<file path="src/pkg/swdc_pkg.sv">
package swdc_pkg;
  // ==========================================================
  // Register map
  localparam logic [6:0] SWDC_ADDR_DISCHARGE = 7'h36;
  localparam logic [6:0] SWDC_ADDR_WAKE_MASK = 7'h40;
  localparam logic [6:0] SWDC_ADDR_PRESLEEP = 7'h41;
  localparam logic [6:0] SWDC_ADDR_POLL_CFG = 7'h42;
  // ==========================================================
  // Field positions
  localparam int SWDC_DIS_EN_LSB = 9;
  localparam int SWDC_DIS_EN_MSB = 12;
  localparam int SWDC_DIS_TIM_LSB = 0;
  localparam int SWDC_DIS_TIM_MSB = 3;
  localparam int SWDC_CHAN_MSB = 14;
  localparam int SWDC_PB_LSB = 6;
  localparam int SWDC_PB_MSB = 7;
  localparam int SWDC_PT_LSB = 4;
  localparam int SWDC_PT_MSB = 5;
  localparam int SWDC_AC_LSB = 0;
  localparam int SWDC_AC_MSB = 3;
  // ==========================================================
  // Reset values
  localparam logic [3:0] SWDC_DIS_EN_RST = 4'h0;
  localparam logic [3:0] SWDC_DIS_TIM_RST = 4'h0;
  localparam logic [14:0] SWDC_CHAN_RST = 15'h0000;
  localparam logic [1:0] SWDC_PB_RST = 2'h0;
  localparam logic [1:0] SWDC_PT_RST = 2'h1;
  localparam logic [3:0] SWDC_AC_RST = 4'h0;
  // ==========================================================
  // Sleep entry codes, in order
  localparam logic [3:0] SWDC_CODE_FIRST = 4'h5;
  localparam logic [3:0] SWDC_CODE_SECOND = 4'hA;
  localparam logic [3:0] SWDC_CODE_THIRD = 4'hC;
  // ==========================================================
  // Timing
  localparam int SWDC_CLK_PERIOD_NS = 20;
  localparam int SWDC_MS_NS = 1000000;
  localparam int SWDC_MS_CYCLES = SWDC_MS_NS / SWDC_CLK_PERIOD_NS;
  // Sequencer states
  typedef enum logic [1:0] {SWDC_SEQ_IDLE, SWDC_SEQ_GOT1, SWDC_SEQ_GOT2} swdc_seq_e;
endpackage : swdc_pkg

</file>
<file path="src/hdl/swdc_seq.sv">
`timescale 1ns/100ps
// ==========================================================
// Sleep entry code sequencer
module swdc_seq
  import swdc_pkg::*;
(
  input wire logic ref_clk,
  input wire logic srst,
  input wire logic code_wr,
  input wire logic [3:0] code,
  output logic sleep_req_q
);
  swdc_seq_e state_q, state_d;
  logic sleep_req_d;

  // Any wrong code drops the partial sequence; a first code restarts it
  always_comb begin
    state_d = state_q;
    sleep_req_d = 1'b0;
    if (code_wr) begin
      case (state_q)
        SWDC_SEQ_IDLE: state_d = (code == SWDC_CODE_FIRST) ? SWDC_SEQ_GOT1 : SWDC_SEQ_IDLE;
        SWDC_SEQ_GOT1: begin
          if (code == SWDC_CODE_SECOND) begin
            state_d = SWDC_SEQ_GOT2;
          end else begin
            state_d = (code == SWDC_CODE_FIRST) ? SWDC_SEQ_GOT1 : SWDC_SEQ_IDLE;
          end
        end
        SWDC_SEQ_GOT2: begin
          if (code == SWDC_CODE_THIRD) begin
            state_d = SWDC_SEQ_IDLE;
            sleep_req_d = 1'b1;
          end else begin
            state_d = (code == SWDC_CODE_FIRST) ? SWDC_SEQ_GOT1 : SWDC_SEQ_IDLE;
          end
        end
        default: state_d = SWDC_SEQ_IDLE;
      endcase
    end
  end

  // State register
  always_ff @(posedge ref_clk) begin
    if (srst) begin
      state_q <= SWDC_SEQ_IDLE;
      sleep_req_q <= 1'b0;
    end else begin
      state_q <= state_d;
      sleep_req_q <= sleep_req_d;
    end
  end
endmodule : swdc_seq

</file>
<file path="src/hdl/swdc_regs.sv">
`timescale 1ns/100ps
// Notes on behaviour
// - Four discharge enables at bits 12:9, channels 9 to 12, clear on reset.
// - Discharge duration field bits 3:0 gives n milliseconds, resets to zero.
// - One wake source select bit per channel in bits 14:0.
// - Wake source selects all reset to zero.
// - Pre-sleep expected level bit per channel in bits 14:0, reset zero.
// - Blank time bits 7:6 reset 00; poll period bits 5:4 reset 01.
// - Sleep entered only after codes 0101, 1010, 1100 in successive poll config writes; other register writes between them are ignored.
// - On polling exit latch each channel differing from pre-sleep level, mask ignored.
module swdc_regs
  import swdc_pkg::*;
#(
  parameter int MS_CYCLES = SWDC_MS_CYCLES
)
(
  input wire logic ref_clk,
  input wire logic srst,
  input wire logic wr_en,
  input wire logic rd_en,
  input wire logic [6:0] addr,
  input wire logic [15:0] wdata,
  output logic [15:0] rdata_q,
  output logic rd_valid_q,
  input wire logic discharge_start,
  output logic [3:0] discharge_on_q,
  output logic [14:0] wake_source_select_q,
  output logic [1:0] poll_blank_time_q,
  output logic [1:0] poll_period_q,
  output logic sleep_req_q,
  input wire logic [14:0] chan_level,
  input wire logic poll_exit,
  input wire logic latch_clr,
  output logic [14:0] level_change_latch_q
);
  // ==========================================================
  // Storage
  logic [3:0] dis_en_q;
  logic [3:0] dis_tim_q;
  logic [14:0] presleep_q;
  logic [3:0] code_q;
  logic [3:0] ms_left_q, ms_left_d;
  logic [31:0] cyc_q, cyc_d;

  // Address decode
  wire sel_dis = addr == SWDC_ADDR_DISCHARGE;
  wire sel_wak = addr == SWDC_ADDR_WAKE_MASK;
  wire sel_pre = addr == SWDC_ADDR_PRESLEEP;
  wire sel_cfg = addr == SWDC_ADDR_POLL_CFG;
  wire code_wr = wr_en && sel_cfg;

  // Read mux; parity and reserved bits read zero, unmapped reads zero
  wire [15:0] rd_mux =
    sel_dis ? {3'h0, dis_en_q, 5'h00, dis_tim_q} :
    sel_wak ? {1'h0, wake_source_select_q} :
    sel_pre ? {1'h0, presleep_q} :
    sel_cfg ? {8'h00, poll_blank_time_q, poll_period_q, code_q} : 16'h0000;

  // Configuration writes
  always_ff @(posedge ref_clk) begin
    if (srst) begin
      dis_en_q <= SWDC_DIS_EN_RST;
      dis_tim_q <= SWDC_DIS_TIM_RST;
      wake_source_select_q <= SWDC_CHAN_RST;
      presleep_q <= SWDC_CHAN_RST;
      poll_blank_time_q <= SWDC_PB_RST;
      poll_period_q <= SWDC_PT_RST;
      code_q <= SWDC_AC_RST;
    end else if (wr_en) begin
      if (sel_dis) begin
        dis_en_q <= wdata[SWDC_DIS_EN_MSB:SWDC_DIS_EN_LSB];
        dis_tim_q <= wdata[SWDC_DIS_TIM_MSB:SWDC_DIS_TIM_LSB];
      end
      if (sel_wak) begin
        wake_source_select_q <= wdata[SWDC_CHAN_MSB:0];
      end
      if (sel_pre) begin
        presleep_q <= wdata[SWDC_CHAN_MSB:0];
      end
      if (sel_cfg) begin
        poll_blank_time_q <= wdata[SWDC_PB_MSB:SWDC_PB_LSB];
        poll_period_q <= wdata[SWDC_PT_MSB:SWDC_PT_LSB];
        code_q <= wdata[SWDC_AC_MSB:SWDC_AC_LSB];
      end
    end
  end

  // Read answer one cycle after the request
  always_ff @(posedge ref_clk) begin
    if (srst) begin
      rdata_q <= 16'h0000;
      rd_valid_q <= 1'b0;
    end else begin
      rdata_q <= rd_en ? rd_mux : rdata_q;
      rd_valid_q <= rd_en;
    end
  end

  // ==========================================================
  // Discharge timer: whole milliseconds counted down.
  // A start while running restarts from the current duration.
  wire tick = cyc_q == MS_CYCLES - 1;
  always_comb begin
    ms_left_d = ms_left_q;
    cyc_d = cyc_q;
    if (discharge_start) begin
      ms_left_d = dis_tim_q;
      cyc_d = 32'h0;
    end else if (ms_left_q != 4'h0) begin
      cyc_d = tick ? 32'h0 : cyc_q + 32'h1;
      ms_left_d = tick ? ms_left_q - 4'h1 : ms_left_q;
    end
  end
  wire [3:0] dis_on_d = (ms_left_d != 4'h0) ? dis_en_q : 4'h0;

  always_ff @(posedge ref_clk) begin
    if (srst) begin
      ms_left_q <= 4'h0;
      cyc_q <= 32'h0;
      discharge_on_q <= 4'h0;
    end else begin
      ms_left_q <= ms_left_d;
      cyc_q <= cyc_d;
      discharge_on_q <= dis_on_d;
    end
  end

  // ==========================================================
  // Level change latch; a new change beats a clear in the same cycle
  wire [14:0] diff = chan_level ^ presleep_q;
  wire [14:0] latch_set = poll_exit ? diff : 15'h0000;
  always_ff @(posedge ref_clk) begin
    if (srst) begin
      level_change_latch_q <= SWDC_CHAN_RST;
    end else begin
      level_change_latch_q <= (latch_clr ? 15'h0000 : level_change_latch_q) | latch_set;
    end
  end

  // Sleep entry sequence
  swdc_seq u_seq (
    .ref_clk(ref_clk),
    .srst(srst),
    .code_wr(code_wr),
    .code(wdata[SWDC_AC_MSB:SWDC_AC_LSB]),
    .sleep_req_q(sleep_req_q)
  );
endmodule : swdc_regs

</file>
<file path="config.mk">
export PLATFORM = sky130hd
export DESIGN_NAME = swdc_regs
export DESIGN_NICKNAME = d
export VERILOG_FILES = /design/src/pkg/swdc_pkg.sv /design/src/hdl/swdc_seq.sv /design/src/hdl/swdc_regs.sv
export SDC_FILE = /design/constraint.sdc
export NUM_CORES = 1
export LEC_CHECK = 0
export BUFFER_PORTS_ARGS = -buffer_cell sky130_fd_sc_hd__buf_2
export CAP_MARGIN = 15
export CORE_UTILIZATION = 60
export CTS_CLUSTER_DIAMETER = 100
export DETAILED_ROUTE_END_ITERATION = 10
export PLACE_DENSITY = 0.85
export SETUP_SLACK_MARGIN = 0.15
export SYNTH_ARGS = -nofsm -noshare
export SYNTH_HDL_FRONTEND = slang
export SYNTH_SLANG_ARGS = --single-unit
</file>
<file path="constraint.sdc">
create_clock -name ref_clk -period 4 [get_ports ref_clk]
set_clock_uncertainty 0.2 [all_clocks]
set_input_delay 0.4 -clock ref_clk [delete_from_list [all_inputs] [get_ports ref_clk]]
set_output_delay 0.4 -clock ref_clk [all_outputs]
set_load 0.02 [all_outputs]
</file>
==> metrics.md, run 1 <==
| Metric | Value |
|---|---|
| Status | finished, final reports clean |
| Largest net degree at the start of global routing | 89 |
| Cell Pwr Density | 445 nW/um^2 |
| RSZ-0062 raised after global routing | no |
| Post-DP HPWL | about 8600 microns |
| Post-cts gate resize count | 0 |
| Final Cycle Share | between 60% and 70% |
| Hold Vio Cnt, Final | 0 |
| Num CTS Buffers | 17 |
| Total negative slack | 0 ns |
| Mapped Area | roughly 5300 sq um |
| Initial Utilization | between 60% and 70% |
| Worst Max-Slew Pin Slew | between 0.9 and 1 ns |
| Setup repair bufs after CTS | 0 |
| First-pass iteration count of the detailed router | 5 |
| CP top delay family | simple AND/OR/NAND/NOR gates |
| R2r worst-path depth | 6 |
| Switching share of total power | between 20% and 30% |
| Tmin final | approximately 2.7 ns |
| CP required | 4.16 ns |
| Seq/Total Area, Yosys | roughly 45% |
| Peak supply drop | between 300 and 400 uV |
| Place WS | approximately 1.3 ns |
| Die H | around 96 microns |
| Cell breakdown of the critical path | ha_1 -> and3_1 -> nand4_1 -> nor2_1 -> a211o_1 -> nor2_1 |
| Hold buffer count at cts | 11 |
| Clock Tree Root | clkbuf_8 |
| CTS tree | done |
| Setup slack after layout | 1.27 ns |
| Final setup viols | 0 |
| Reg clk slew, reported paths | roughly 0.060 ns |
| Grt ovf | 0 |
| Net Switching | 718 uW |
| WL final | 14000 microns |
| Internal | 2.20 mW |
| Hold/Removal Path Class | in -> reg |
| Worst skew pair latency | about 0.52 ns |
| Max stage delay on crit path | about 0.81 ns |
| WHS Path Cells | 3 |
| Mapped Nets | ~650 |
| Hold path startpoint | wdata[0] |
| Max-cap violations | 0 |
| Worst relative slew slack | 34.8% |
| H-tree levels | 4 |
| # DRC | 0 |
| WHS Endpoint | presleep_q[0] |
| Ys Warns | 0 |
| Max frequency | 366 MHz |
| Total power | roughly 2.9 mW |
| Area leader, netlist | dfxtp_1 |
| Placer Congestion | around 0.87 |
| Slowest cell on crit path | a211o_1 |
| Final slew viol count | 0 |
| Vias per cell | 5.86 |
| Area delta synth->final | 22.9% |
| # nets final | between 700 and 800 |
| Initial antenna violation count | 0 |
| Most used cell, CP | nor2_1 |
| #FFs+latches synth | 120 |
| Cells after Synth | slightly above 600 |
| Share of cells above drive strength 1 | 19.9% |
| Drt wl/cell | 17.0 microns |
| Dpl cells | between 700 and 800 |
| Combinational share of power | approximately 5.8% |
| RR Endpoint | cyc_q[13] |
| Core area | 8680 sq um |
| WS Path Type | reg -> reg |
| Worst reg2reg startpoint | cyc_q[0] |
| First-pass GRT wire length | ~22000 microns |
| Final non-filler cell total | around 820 |
| CP Capture Type | flip-flop |
| Filler cells | 590 |
| Via count | a little under 5000 |
| Synth top area cells | dfxtp_1 (45%), mux2i_1 (9.9%), nor2_1 (8.3%) |
| Crit start category | flip-flop |
| Clk buf depth | 2 |
| ANT nets after route | 0 |
| Bufs and invs on worst path | 0 |
| # port buffers | 98 |
| Ant. Diodes | 0 |
| Post-synth cell types | 42 |
| Die width | approximately 96 microns |
| Clock network fraction of total power | 52.3% |
| Average cell area after synthesis | 8.83 sq um |
| Reg2Reg Setup Slack | about 1.3 ns |
| GRT Util Overall | between 30% and 40% |
| Vias in the first global route | ~4700 |
| CP Max Fanout | 32 |
| Die ar. | around 9300 sq um |
| Initial DRC Count | 302 |
| Core Rows | 34 |
| Flop pwr share | 41.9% |
| Crit path launch | cyc_q[0] |
| Post-synth top area share | 45.0% |
| Leakage | between 2 and 3 nW |
| Sinks on Clock Net | 120 |
| Boundary pin count | approximately 100 |
| Critical path arrival | 2.89 ns |
==> kinds of logic after synthesis <==
| family | share of synthesized area (%) |
|---|---|
| other | 0.0703 |
| AND/OR/NAND/NOR | 25.4 |
| AO/OA/AOI/OAI | 9.17 |
| flip-flops | 45.0 |
| multiplexers | 9.94 |
| adder cells (fa/ha/maj) | 0.469 |
| buffers and inverters | 2.81 |
| XOR/XNOR | 7.06 |
==> cells in the mapped netlist, drive strengths merged <==
master / n
o31ai: 4
o311ai: 1
and4: 5
nor4: 9
a21oi: 44
nand4bb: 1
inv: 5
and4bb: 1
o21ai: 5
a31oi: 1
or3: 5
xor2: 29
and3: 7
nor4b: 2
nand4: 14
mux2i: 53
nor3: 13
dfxtp: 120
or3b: 2
and2: 1
or4: 2
clkbuf: 28
nor2: 118
xnor2: 14
conb: 1
a22oi: 1
nand3b: 1
a211oi: 12
buf: 6
a2bb2oi: 8
nor2b: 25
a211o: 2
nand2: 28
and3b: 1
nand2b: 9
nand3: 18
nor3b: 3
a2111oi: 1
nand4b: 2
ha: 2
==> flip-flops by register name (all words and copies together) (netlist names), 15 cells and up <==
register / flops
rdata_q: 15
wake_source_select_q: 15
presleep_q: 15
level_change_latch_q: 15
cyc_q: 32
==> layout make-up <==
class                      instances  area, sq um  area share (%)
clock inverter                    13          155            2.37
sequential                       120         2400            36.6
inverter                           5         18.8           0.286
tap                              108          135            2.06
multi-input combinational        445         2780            42.4
timing repair buffer             113          631            9.62
clock buffer                      19          432            6.58
==> layout by cell type, fill, tap and decap left out, types with 7 or more instances in the layout <==
cell / n
dfxtp_1: 120
nor2_1: 118
buf_2: 98
mux2i_1: 53
a21oi_1: 44
xor2_1: 29
nand2_1: 28
nor2b_1: 25
nand3_1: 18
clkbuf_16: 16
nand4_1: 14
xnor2_1: 14
nor3_1: 13
a211oi_1: 12
dlygate4sd3_1: 11
nand2b_1: 9
inv_6: 9
nor4_1: 8
a2bb2oi_1: 8
and3_1: 7
==> tightest hold or removal path, stage by stage <==
cell     delay (ns)
buf_2          0.15
mux2i_1        0.08
nor2_1         0.07
==> power groups by stage <==
stage          clock, mW  combinational, mW  sequential (mW)
4_1_cts             1.52              0.165             1.22
6_report            1.53              0.170             1.22
2_1_floorplan          0             0.0781             1.26
3_3_place_gp           0              0.151             1.25
3_5_place_dp           0              0.155             1.25
5_1_grt             1.58              0.183             1.22
==> through the flow <==
| stage | util (%) | area, sq um | hold WS [ns] |
|---|---|---|---|
| global placement | 67.5 | 5860 | 0.254 |
| finish | 75.5 | 6560 | 0.0137 |
| floorplan | - | 5340 | 0.240 |
| CTS | 75.5 | 6560 | 0.00287 |
| detailed placement | 67.5 | 5860 | 0.265 |
| global route | 75.5 | 6560 | 0.0208 |
==> worst max path at each step <==
stage | endpoint | cells after the start
detailed placement | cyc_q[19] | 5
finish | cyc_q[13] | 6
global route | cyc_q[11] | 5
floorplan | discharge_on_q[0] | 5
CTS | cyc_q[13] | 6
global placement | cyc_q[18] | 6
==> layer usage <==
metal  up-vias  wire (microns)  global-route usage (%)
met1      2279            5430                    33.5
met4         0             268                    13.1
met2       213            7330                    57.2
met3        32             988                    10.8
li1       2297               -                       -
met5         -               0                       0
Note: power is estimated with default switching activity, not from simulation.
==> run 2: changes to the inputs <==
--- a/config.mk
+++ b/config.mk
@@ -5,12 +5,13 @@
 export SDC_FILE = /design/constraint.sdc
 export NUM_CORES = 1
 export LEC_CHECK = 0
+export ABC_AREA = 1
 export BUFFER_PORTS_ARGS = -buffer_cell sky130_fd_sc_hd__buf_2
 export CAP_MARGIN = 15
-export CORE_UTILIZATION = 60
+export CORE_UTILIZATION = 56
 export CTS_CLUSTER_DIAMETER = 100
 export DETAILED_ROUTE_END_ITERATION = 10
-export PLACE_DENSITY = 0.85
+export PLACE_DENSITY = 0.8
 export SETUP_SLACK_MARGIN = 0.15
 export SYNTH_ARGS = -nofsm -noshare
 export SYNTH_HDL_FRONTEND = slang
==> constraint.sdc (replaced) <==
create_clock -name ref_clk -period 2.6 [get_ports ref_clk]
set_clock_uncertainty 0.2 [all_clocks]
set_input_delay 0.26 -clock ref_clk [delete_from_list [all_inputs] [get_ports ref_clk]]
set_output_delay 0.26 -clock ref_clk [all_outputs]
set_load 0.02 [all_outputs]
==> run 2 against run 1 <==
- maximum frequency is 22% higher
- die area rose by 10%
- first-iteration DRC count up 49%
- synthesized cell count up 25%
- sequential cell count is the same
- critical path depth is 4 higher
- register-to-register slack worse by 0.91 ns
- clock power up 50%
- critical endpoint is now cyc_q[18]
==> metrics.md, run 2 <==
| Metric | Value |
|---|---|
| Initial Utilization | 58.6% (-2.9 points) |
| Worst Max-Slew Pin Slew | 0.599 ns (-0.380 ns) |
| Ant. Diodes | 0 (unchanged) |
| Post-cts gate resize count | 0 (unchanged) |
| Max frequency | 445 MHz (+22%) |
| Max-cap violations | 0 (unchanged) |
| Via count | 5862 (+22%) |
| Hold Vio Cnt, Final | 0 (unchanged) |
| #FFs+latches synth | 120 (unchanged) |
| Synth top area cells | dfxtp_1 (44%), nand2_1 (12%), a21oi_1 (8.3%) |
| Final Util | 75.9% (+0.35 points) |
| Vias in the first global route | 5485 (+16%) |
| Post-synth EDFFs | 0 (unchanged) |
| Core area | 9370 sq um (+8.0%) |
| # DRC | 0 (unchanged) |
| WL final | 16500 microns (+18%) |
| Synth cell count leaders | nand2_1 (173), dfxtp_1 (120), a21oi_1 (91) |
| Hold/Removal Path Class | in -> reg |
| Area delta synth->final | 29.5% |
| Leakage | 2.91 nW (-0.14%) |
| Post-synth top flop | dfxtp_1 |
| Share of cells above drive strength 1 | 19.1% (-0.71 points) |
| Mapped Area | 5490 sq um (+3.0%) |
| Reg clk slew, reported paths | 0.06 ns (about the same) |
| Placer Congestion | 0.900 (+3.2%) |
| Max reg flops | 32 (unchanged) |
| RSZ-0062 raised after global routing | no |
| Initial antenna violation count | 0 (unchanged) |
| Die ar. | 10200 sq um (+10%) |
| Core Rows | 35 (+2.9%) |
| Total negative slack | 0 ns (unchanged) |
| H-tree levels | 4 (unchanged) |
| WHS Endpoint | level_change_latch_q[12] |
| Cell Pwr Density | 625 nW/um^2 (+40%) |
| Average cell area after synthesis | 7.26 sq um (-18%) |
| Critical path arrival | 2.45 ns (-0.44 ns) |
| WHS Path Cells | 4 (+1) |
| R2r worst-path depth | 10 (+4) |
| Post-DP HPWL | 10200 microns (+20%) |
| Worst skew pair latency | 0.52 ns (about the same) |
| Hold path startpoint | latch_clr |
| Die H | 101 microns (+4.9%) |
| Ys Warns | 0 (unchanged) |
| Post-synth top area share | 43.7% (-1.3 points) |
| Commonest non-fill, non-tap cells in the layout | nand2_1 (173), dfxtp_1 (120), buf_2 (98), a21oi_1 (91), nor2_1 (77) |
| Clk buf depth | 2 (unchanged) |
| Setup repair bufs after CTS | 0 (unchanged) |
| Bufs and invs on worst path | 2 (+2) |
| CP Capture Type | flip-flop |
| Filler cells | 666 (+13%) |
| Max stage delay on crit path | 0.36 ns (-0.45 ns) |
| Count leader, synth | nand2_1 |
| First-pass iteration count of the detailed router | 6 (+1) |
| CP top delay family | simple AND/OR/NAND/NOR gates |
| Die width | 101 microns (+4.9%) |
| Final Cycle Share | 86.4% (+18 points) |
| First-pass GRT wire length | 26100 microns (+18%) |
| Top reg by flops | cyc_q |
| Grt ovf | 0 (unchanged) |
| Final hold slack | 0.0284 ns (+0.0147 ns) |
| Slowest cell on crit path | nor3b_1 |
| Asr flop ratio synth | 0% (unchanged) |
| Seq/Total Area, Yosys | 43.7% (-1.3 points) |
| Crit start category | flip-flop |
| Total power | 4.45 mW (+52%) |
| Area leader, netlist | dfxtp_1 |
| ANT nets after route | 0 (unchanged) |
| GRT Util Overall | 33.1% (+1.4 points) |
| Mapped Nets | 804 (+24%) |
| Num CTS Buffers | 17 (unchanged) |
| RR Endpoint | cyc_q[18] |
| Clock Tree Root | clkbuf_8 |
| Cells after Synth | 757 (+25%) |
| Cell breakdown of the critical path | inv_1 -> ha_1 -> nand2_4 -> inv_2 -> nor2_4 -> nand3_2 -> nor3b_1 -> nand2_1 -> o21ai_0 -> a21oi_1 |
| CP Max Fanout | 9 (-72%) |
| Drt wl/cell | 15.8 microns (-7.2%) |
| Boundary pin count | 101 (unchanged) |
| Final slew viol count | 0 (unchanged) |
| Initial DRC Count | 451 (+49%) |
| Reg2Reg Setup Slack | 0.35 ns (-0.91 ns) |
| Tmin final | 2.25 ns (-0.485 ns) |
| Worst relative slew slack | 60.1% (+25 points) |
| Post-synth cell types | 46 (+9.5%) |
| Worst reg2reg startpoint | ms_left_q[0] |
| Vias per cell | 5.62 (-4.1%) |
| # port buffers | 98 (unchanged) |
| CTS tree | done |
| Largest net degree at the start of global routing | 34 (-62%) |
| CP required | 2.81 ns (-1.35 ns) |
| Status | finished, final reports clean |
| WS Path Type | reg -> reg |
| Sinks on Clock Net | 120 (unchanged) |
| Crit path depth | 10 (+4) |
| # nets final | 948 (+27%) |
| Most common cell after layout, fill and taps aside | nand2_1 |
| Peak supply drop | 494 uV (+47%) |
| Final setup viols | 0 (unchanged) |
[run 2: changes by cell type in the layout (fill, tap and decap cells not counted), sizes merged, moves of 11 or more]
| cell | change |
|---|---|
| nand2 | +154 |
| inv | +70 |
| mux2i | -53 |
| a21oi | +48 |
| o21ai | +41 |
| dlygate4sd3 | +38 |
| nor2 | -35 |
| nor2b | -25 |
| nand3 | +22 |
| xnor2 | -12 |
| a211oi | -11 |
| xor2 | -11 |
[run 2: how the worst max path moves through the flow]
stage                     slack [ns]                 to         start
final                           0.35          cyc_q[18]  ms_left_q[0]
after global routing            0.26  discharge_on_q[3]      cyc_q[0]
after CTS                       0.45          cyc_q[18]  ms_left_q[0]
after detailed placement        0.42      presleep_q[8]       addr[3]
after global placement          0.48     presleep_q[11]       addr[3]
after floorplan                 0.79          cyc_q[18]  ms_left_q[0]
[run 2: tightest hold or removal path: cells and delay by family]
kind	cells	cell delay [ns]
AOI/OAI and AO/OA	1	0.05
buffers and inverters	2	0.27
and+or+nand+nor	1	0.12
[run 2: repair_timing]
item / 4_1_cts / 5_1_grt
endpoints found under the hold margin: 79 / 0
hold buffers: 49 / 0
setup endpoints to repair: 0 / 0
[run 2: per-layer routing]
| metal | up-vias | GRT usage (%) | wire length [microns] |
|---|---|---|---|
| met4 | 0 | 15.2 | 534 |
| met3 | 68 | 6.59 | 1180 |
| met1 | 2716 | 41.4 | 6760 |
| met5 | - | 0 | 0 |
| met2 | 295 | 55.0 | 8010 |
| li1 | 2783 | - | - |
[run 2: final cells by class]
class | count | area, sq um | area share, %
clock buffers | 17 | 414 | 5.82
repair buffers | 151 | 1010 | 14.2
clock inverters | 15 | 166 | 2.34
multi-input cells | 531 | 2660 | 37.3
flip-flops and latches | 120 | 2400 | 33.8
well taps | 129 | 161 | 2.27
inverters | 80 | 303 | 4.26
[run 2: cells by family (layout without fill, tap and decap cells)]
family	Yosys count	after routing	synth area share [%]
and+or+nand+nor	344	344	28.2
adders and majority gates	2	2	0.456
AOI/OAI and AO/OA	164	164	16.4
buffers and inverters	106	263	7.93
DFF	120	120	43.7
other	1	1	0.0683
xor gates and xnor gates	20	20	3.19
[run 2: report_power, final]
part           switching [mW]  internal, mW  leakage, nW
logic                   0.158         0.115         1.66
clock network           0.917          1.38        0.282
registers              0.0124          1.86        0.970
[run 2: stage by stage]
stage	setup slack (ns)	instances	instance area, sq um
after floorplan	0.788	757	5490
after global placement	0.481	962	6040
after detailed placement	0.422	962	6040
after CTS	0.451	1043	7110
after global routing	0.256	1043	7110
final	0.355	1043	7110
==> run 3: changes to the inputs <==
--- a/config.mk
+++ b/config.mk
@@ -8,10 +8,10 @@
 export ABC_AREA = 1
 export BUFFER_PORTS_ARGS = -buffer_cell sky130_fd_sc_hd__buf_2
 export CAP_MARGIN = 15
-export CORE_UTILIZATION = 56
+export CORE_UTILIZATION = 55
 export CTS_CLUSTER_DIAMETER = 100
 export DETAILED_ROUTE_END_ITERATION = 10
-export PLACE_DENSITY = 0.8
+export PLACE_DENSITY = 0.79
 export SETUP_SLACK_MARGIN = 0.15
 export SYNTH_ARGS = -nofsm -noshare
 export SYNTH_HDL_FRONTEND = slang
==> run 3 against run 2 <==
- sequential cell count stayed put
- critical path depth is the same
- die area increased by 1.8%
- hold slack got worse by 0.016 ns
- non-clock buffer count grew 2
- combinational power is essentially flat
- critical endpoint unchanged
- largest cell class unchanged
- highest routed layer unchanged
==> metrics.md, run 3 (same netlist as run 2, synthesis figures left out) <==
| Metric | Value |
|---|---|
| Status | finished, final reports clean |
| Critical path arrival | 2.37 ns (-0.08 ns) |
| Tmin final | 2.15 ns (-0.0934 ns) |
| Total negative slack | 0 ns (unchanged) |
| CP Max Fanout | 9 (unchanged) |
| Max reg flops | 32 (unchanged) |
| Finished Cell Area | 7060 sq um (-0.79%) |
| Initial DRC Count | 340 (-25%) |
| Core area | 9730 sq um (+3.8%) |
| H-tree levels | 4 (unchanged) |
| Worst reg2reg startpoint | ms_left_q[0] |
| Reg area | 2400 sq um (unchanged) |
| RR Endpoint | cyc_q[18] |
| Vias per cell | 5.47 (-2.6%) |
| Crit start category | flip-flop |
| Initial Utilization | 56.5% (-2.2 points) |
| WS Path Type | reg -> reg |
| CP required | 2.82 ns (about the same) |
| WL final | 15700 microns (-4.7%) |
| Final slew viol count | 0 (unchanged) |
| Die ar. | 10400 sq um (+1.8%) |
| GRT Util Overall | 31.3% (-1.8 points) |
| Commonest non-fill, non-tap cells in the layout | nand2_1 (173), dfxtp_1 (120), buf_2 (98), a21oi_1 (91), nor2_1 (77) |
| Clock Tree Root | clkbuf_8 |
| Post-cts gate resize count | 0 (unchanged) |
| Reg clk slew, reported paths | 0.06 ns (about the same) |
| Clk buf depth | 2 (unchanged) |
| Hold Vio Cnt, Final | 0 (unchanged) |
| Ant. Diodes | 0 (unchanged) |
| Worst skew pair latency | 0.53 ns (about the same) |
| Drt wl/cell | 15.0 microns (-5.2%) |
| Multi-input logic area | 2660 sq um (unchanged) |
| Initial antenna violation count | 0 (unchanged) |
| Grt ovf | 0 (unchanged) |
| Num CTS Buffers | 17 (unchanged) |
| Hold path startpoint | latch_clr |
| Hold/Removal Path Class | in -> reg |
| ANT nets after route | 0 (unchanged) |
| WHS Endpoint | level_change_latch_q[4] |
| Placed cell area | 6050 sq um (+0.21%) |
| First-pass iteration count of the detailed router | 7 (+1) |
| # nets final | 950 (+0.21%) |
| Reg2Reg Setup Slack | 0.45 ns (+0.09 ns) |
| # port buffers | 98 (unchanged) |
| CP Capture Type | flip-flop |
| Worst relative slew slack | 36.3% (-24 points) |
| First-pass GRT wire length | 24900 microns (-4.6%) |
| WHS Path Cells | 4 (unchanged) |
| Leakage | 2.88 nW (-1.2%) |
| Die H | 102 microns (+0.89%) |
| R2r worst-path depth | 10 (unchanged) |
| Boundary pin count | 101 (unchanged) |
| Filler cells | 754 (+13%) |
| Max frequency | 465 MHz (+4.3%) |
| Final Cycle Share | 82.8% (-3.6 points) |
| # DRC | 0 (unchanged) |
| Core Rows | 36 (+2.9%) |
| Max-cap violations | 0 (unchanged) |
| Die width | 102 microns (+0.89%) |
| Post-DP HPWL | 10300 microns (+0.53%) |
| Largest net degree at the start of global routing | 35 (+2.9%) |
| RSZ-0062 raised after global routing | no |
| Final setup viols | 0 (unchanged) |
| CTS tree | done |
| Via count | 5737 (-2.1%) |
| Share of cells above drive strength 1 | 18.9% (-0.24 points) |
| Worst Max-Slew Pin Slew | 0.954 ns (+0.356 ns) |
| Area delta synth->final | 28.5% |
| Placer Congestion | 0.913 (+1.4%) |
| Most common cell after layout, fill and taps aside | nand2_1 |
| Cell Pwr Density | 591 nW/um^2 (-5.5%) |
| Vias in the first global route | 5388 (-1.8%) |
| Sinks on Clock Net | 120 (unchanged) |
| Top reg by flops | cyc_q |
| Peak supply drop | 530 uV (+7.3%) |
==> run 3: how the worst max path moves through the flow <==
| stage | startpoint | to | slack (ns) | cells past startpoint |
|---|---|---|---|---|
| finish | ms_left_q[0] | cyc_q[18] | 0.45 | 10 |
| global route | cyc_q[0] | discharge_on_q[1] | 0.20 | 14 |
| CTS | ms_left_q[0] | cyc_q[18] | 0.49 | 10 |
| detailed placement | addr[3] | wake_source_select_q[1] | 0.45 | 9 |
| global placement | addr[3] | wake_source_select_q[1] | 0.52 | 9 |
| floorplan | ms_left_q[0] | cyc_q[18] | 0.79 | 10 |
==> run 3: critical path, cell delays in order (launching register included) <==
cell and delay (ns):
dfxtp_1 0.32, inv_1 0.06, ha_1 0.25, nand2_4 0.15
inv_2 0.10, nor2_4 0.11, nand3_2 0.15, nor3b_1 0.33
nand2_1 0.12, o21ai_0 0.18, a21oi_1 0.06
==> run 3: what timing repair did <==
item | in CTS | in global routing
buffers inserted | 0 | 0
endpoints found under the hold margin | 83 | 0
hold buffers | 50 | 0
==> run 3: cell type report <==
class                      count  area share, %
clock buffer                  19           5.98
clock inverter                12           1.13
inverter                      80           4.29
multi-input combinational    531           37.6
sequential                   120           34.0
tap                          133           2.36
timing repair buffer         153           14.6
==> run 3: stage by stage <==
| step | worst slack, ns | power (mW) | utilization, % | std cells | hold slack, ns |
|---|---|---|---|---|---|
| floorplan | 0.788 | 2.02 | - | 757 | 0.173 |
| global placement | 0.515 | 2.10 | 62.2 | 967 | 0.248 |
| detailed placement | 0.446 | 2.11 | 62.2 | 967 | 0.255 |
| CTS | 0.491 | 4.15 | 72.5 | 1048 | 0.00398 |
| global route | 0.201 | 4.30 | 72.5 | 1048 | 0.0518 |
| finish | 0.448 | 4.17 | 72.5 | 1048 | 0.0119 |
==> run 3: per-layer routing <==
layer  up-vias  track usage [%]  wire (microns)  part of all wire (%)
met5         -                0               0                     0
met4         0             15.4             438                   2.8
met3        42             7.11            1160                   7.4
met2       266             49.7            7360                    47
met1      2655             40.2            6760                    43
li1       2774                -               -                     -
==> run 3: report_power, final <==
group          leakage (nW)  switching (mW)  internal [mW]
clock                 0.236           0.868           1.16
combinational          1.67           0.156          0.117
sequential            0.970          0.0103           1.86
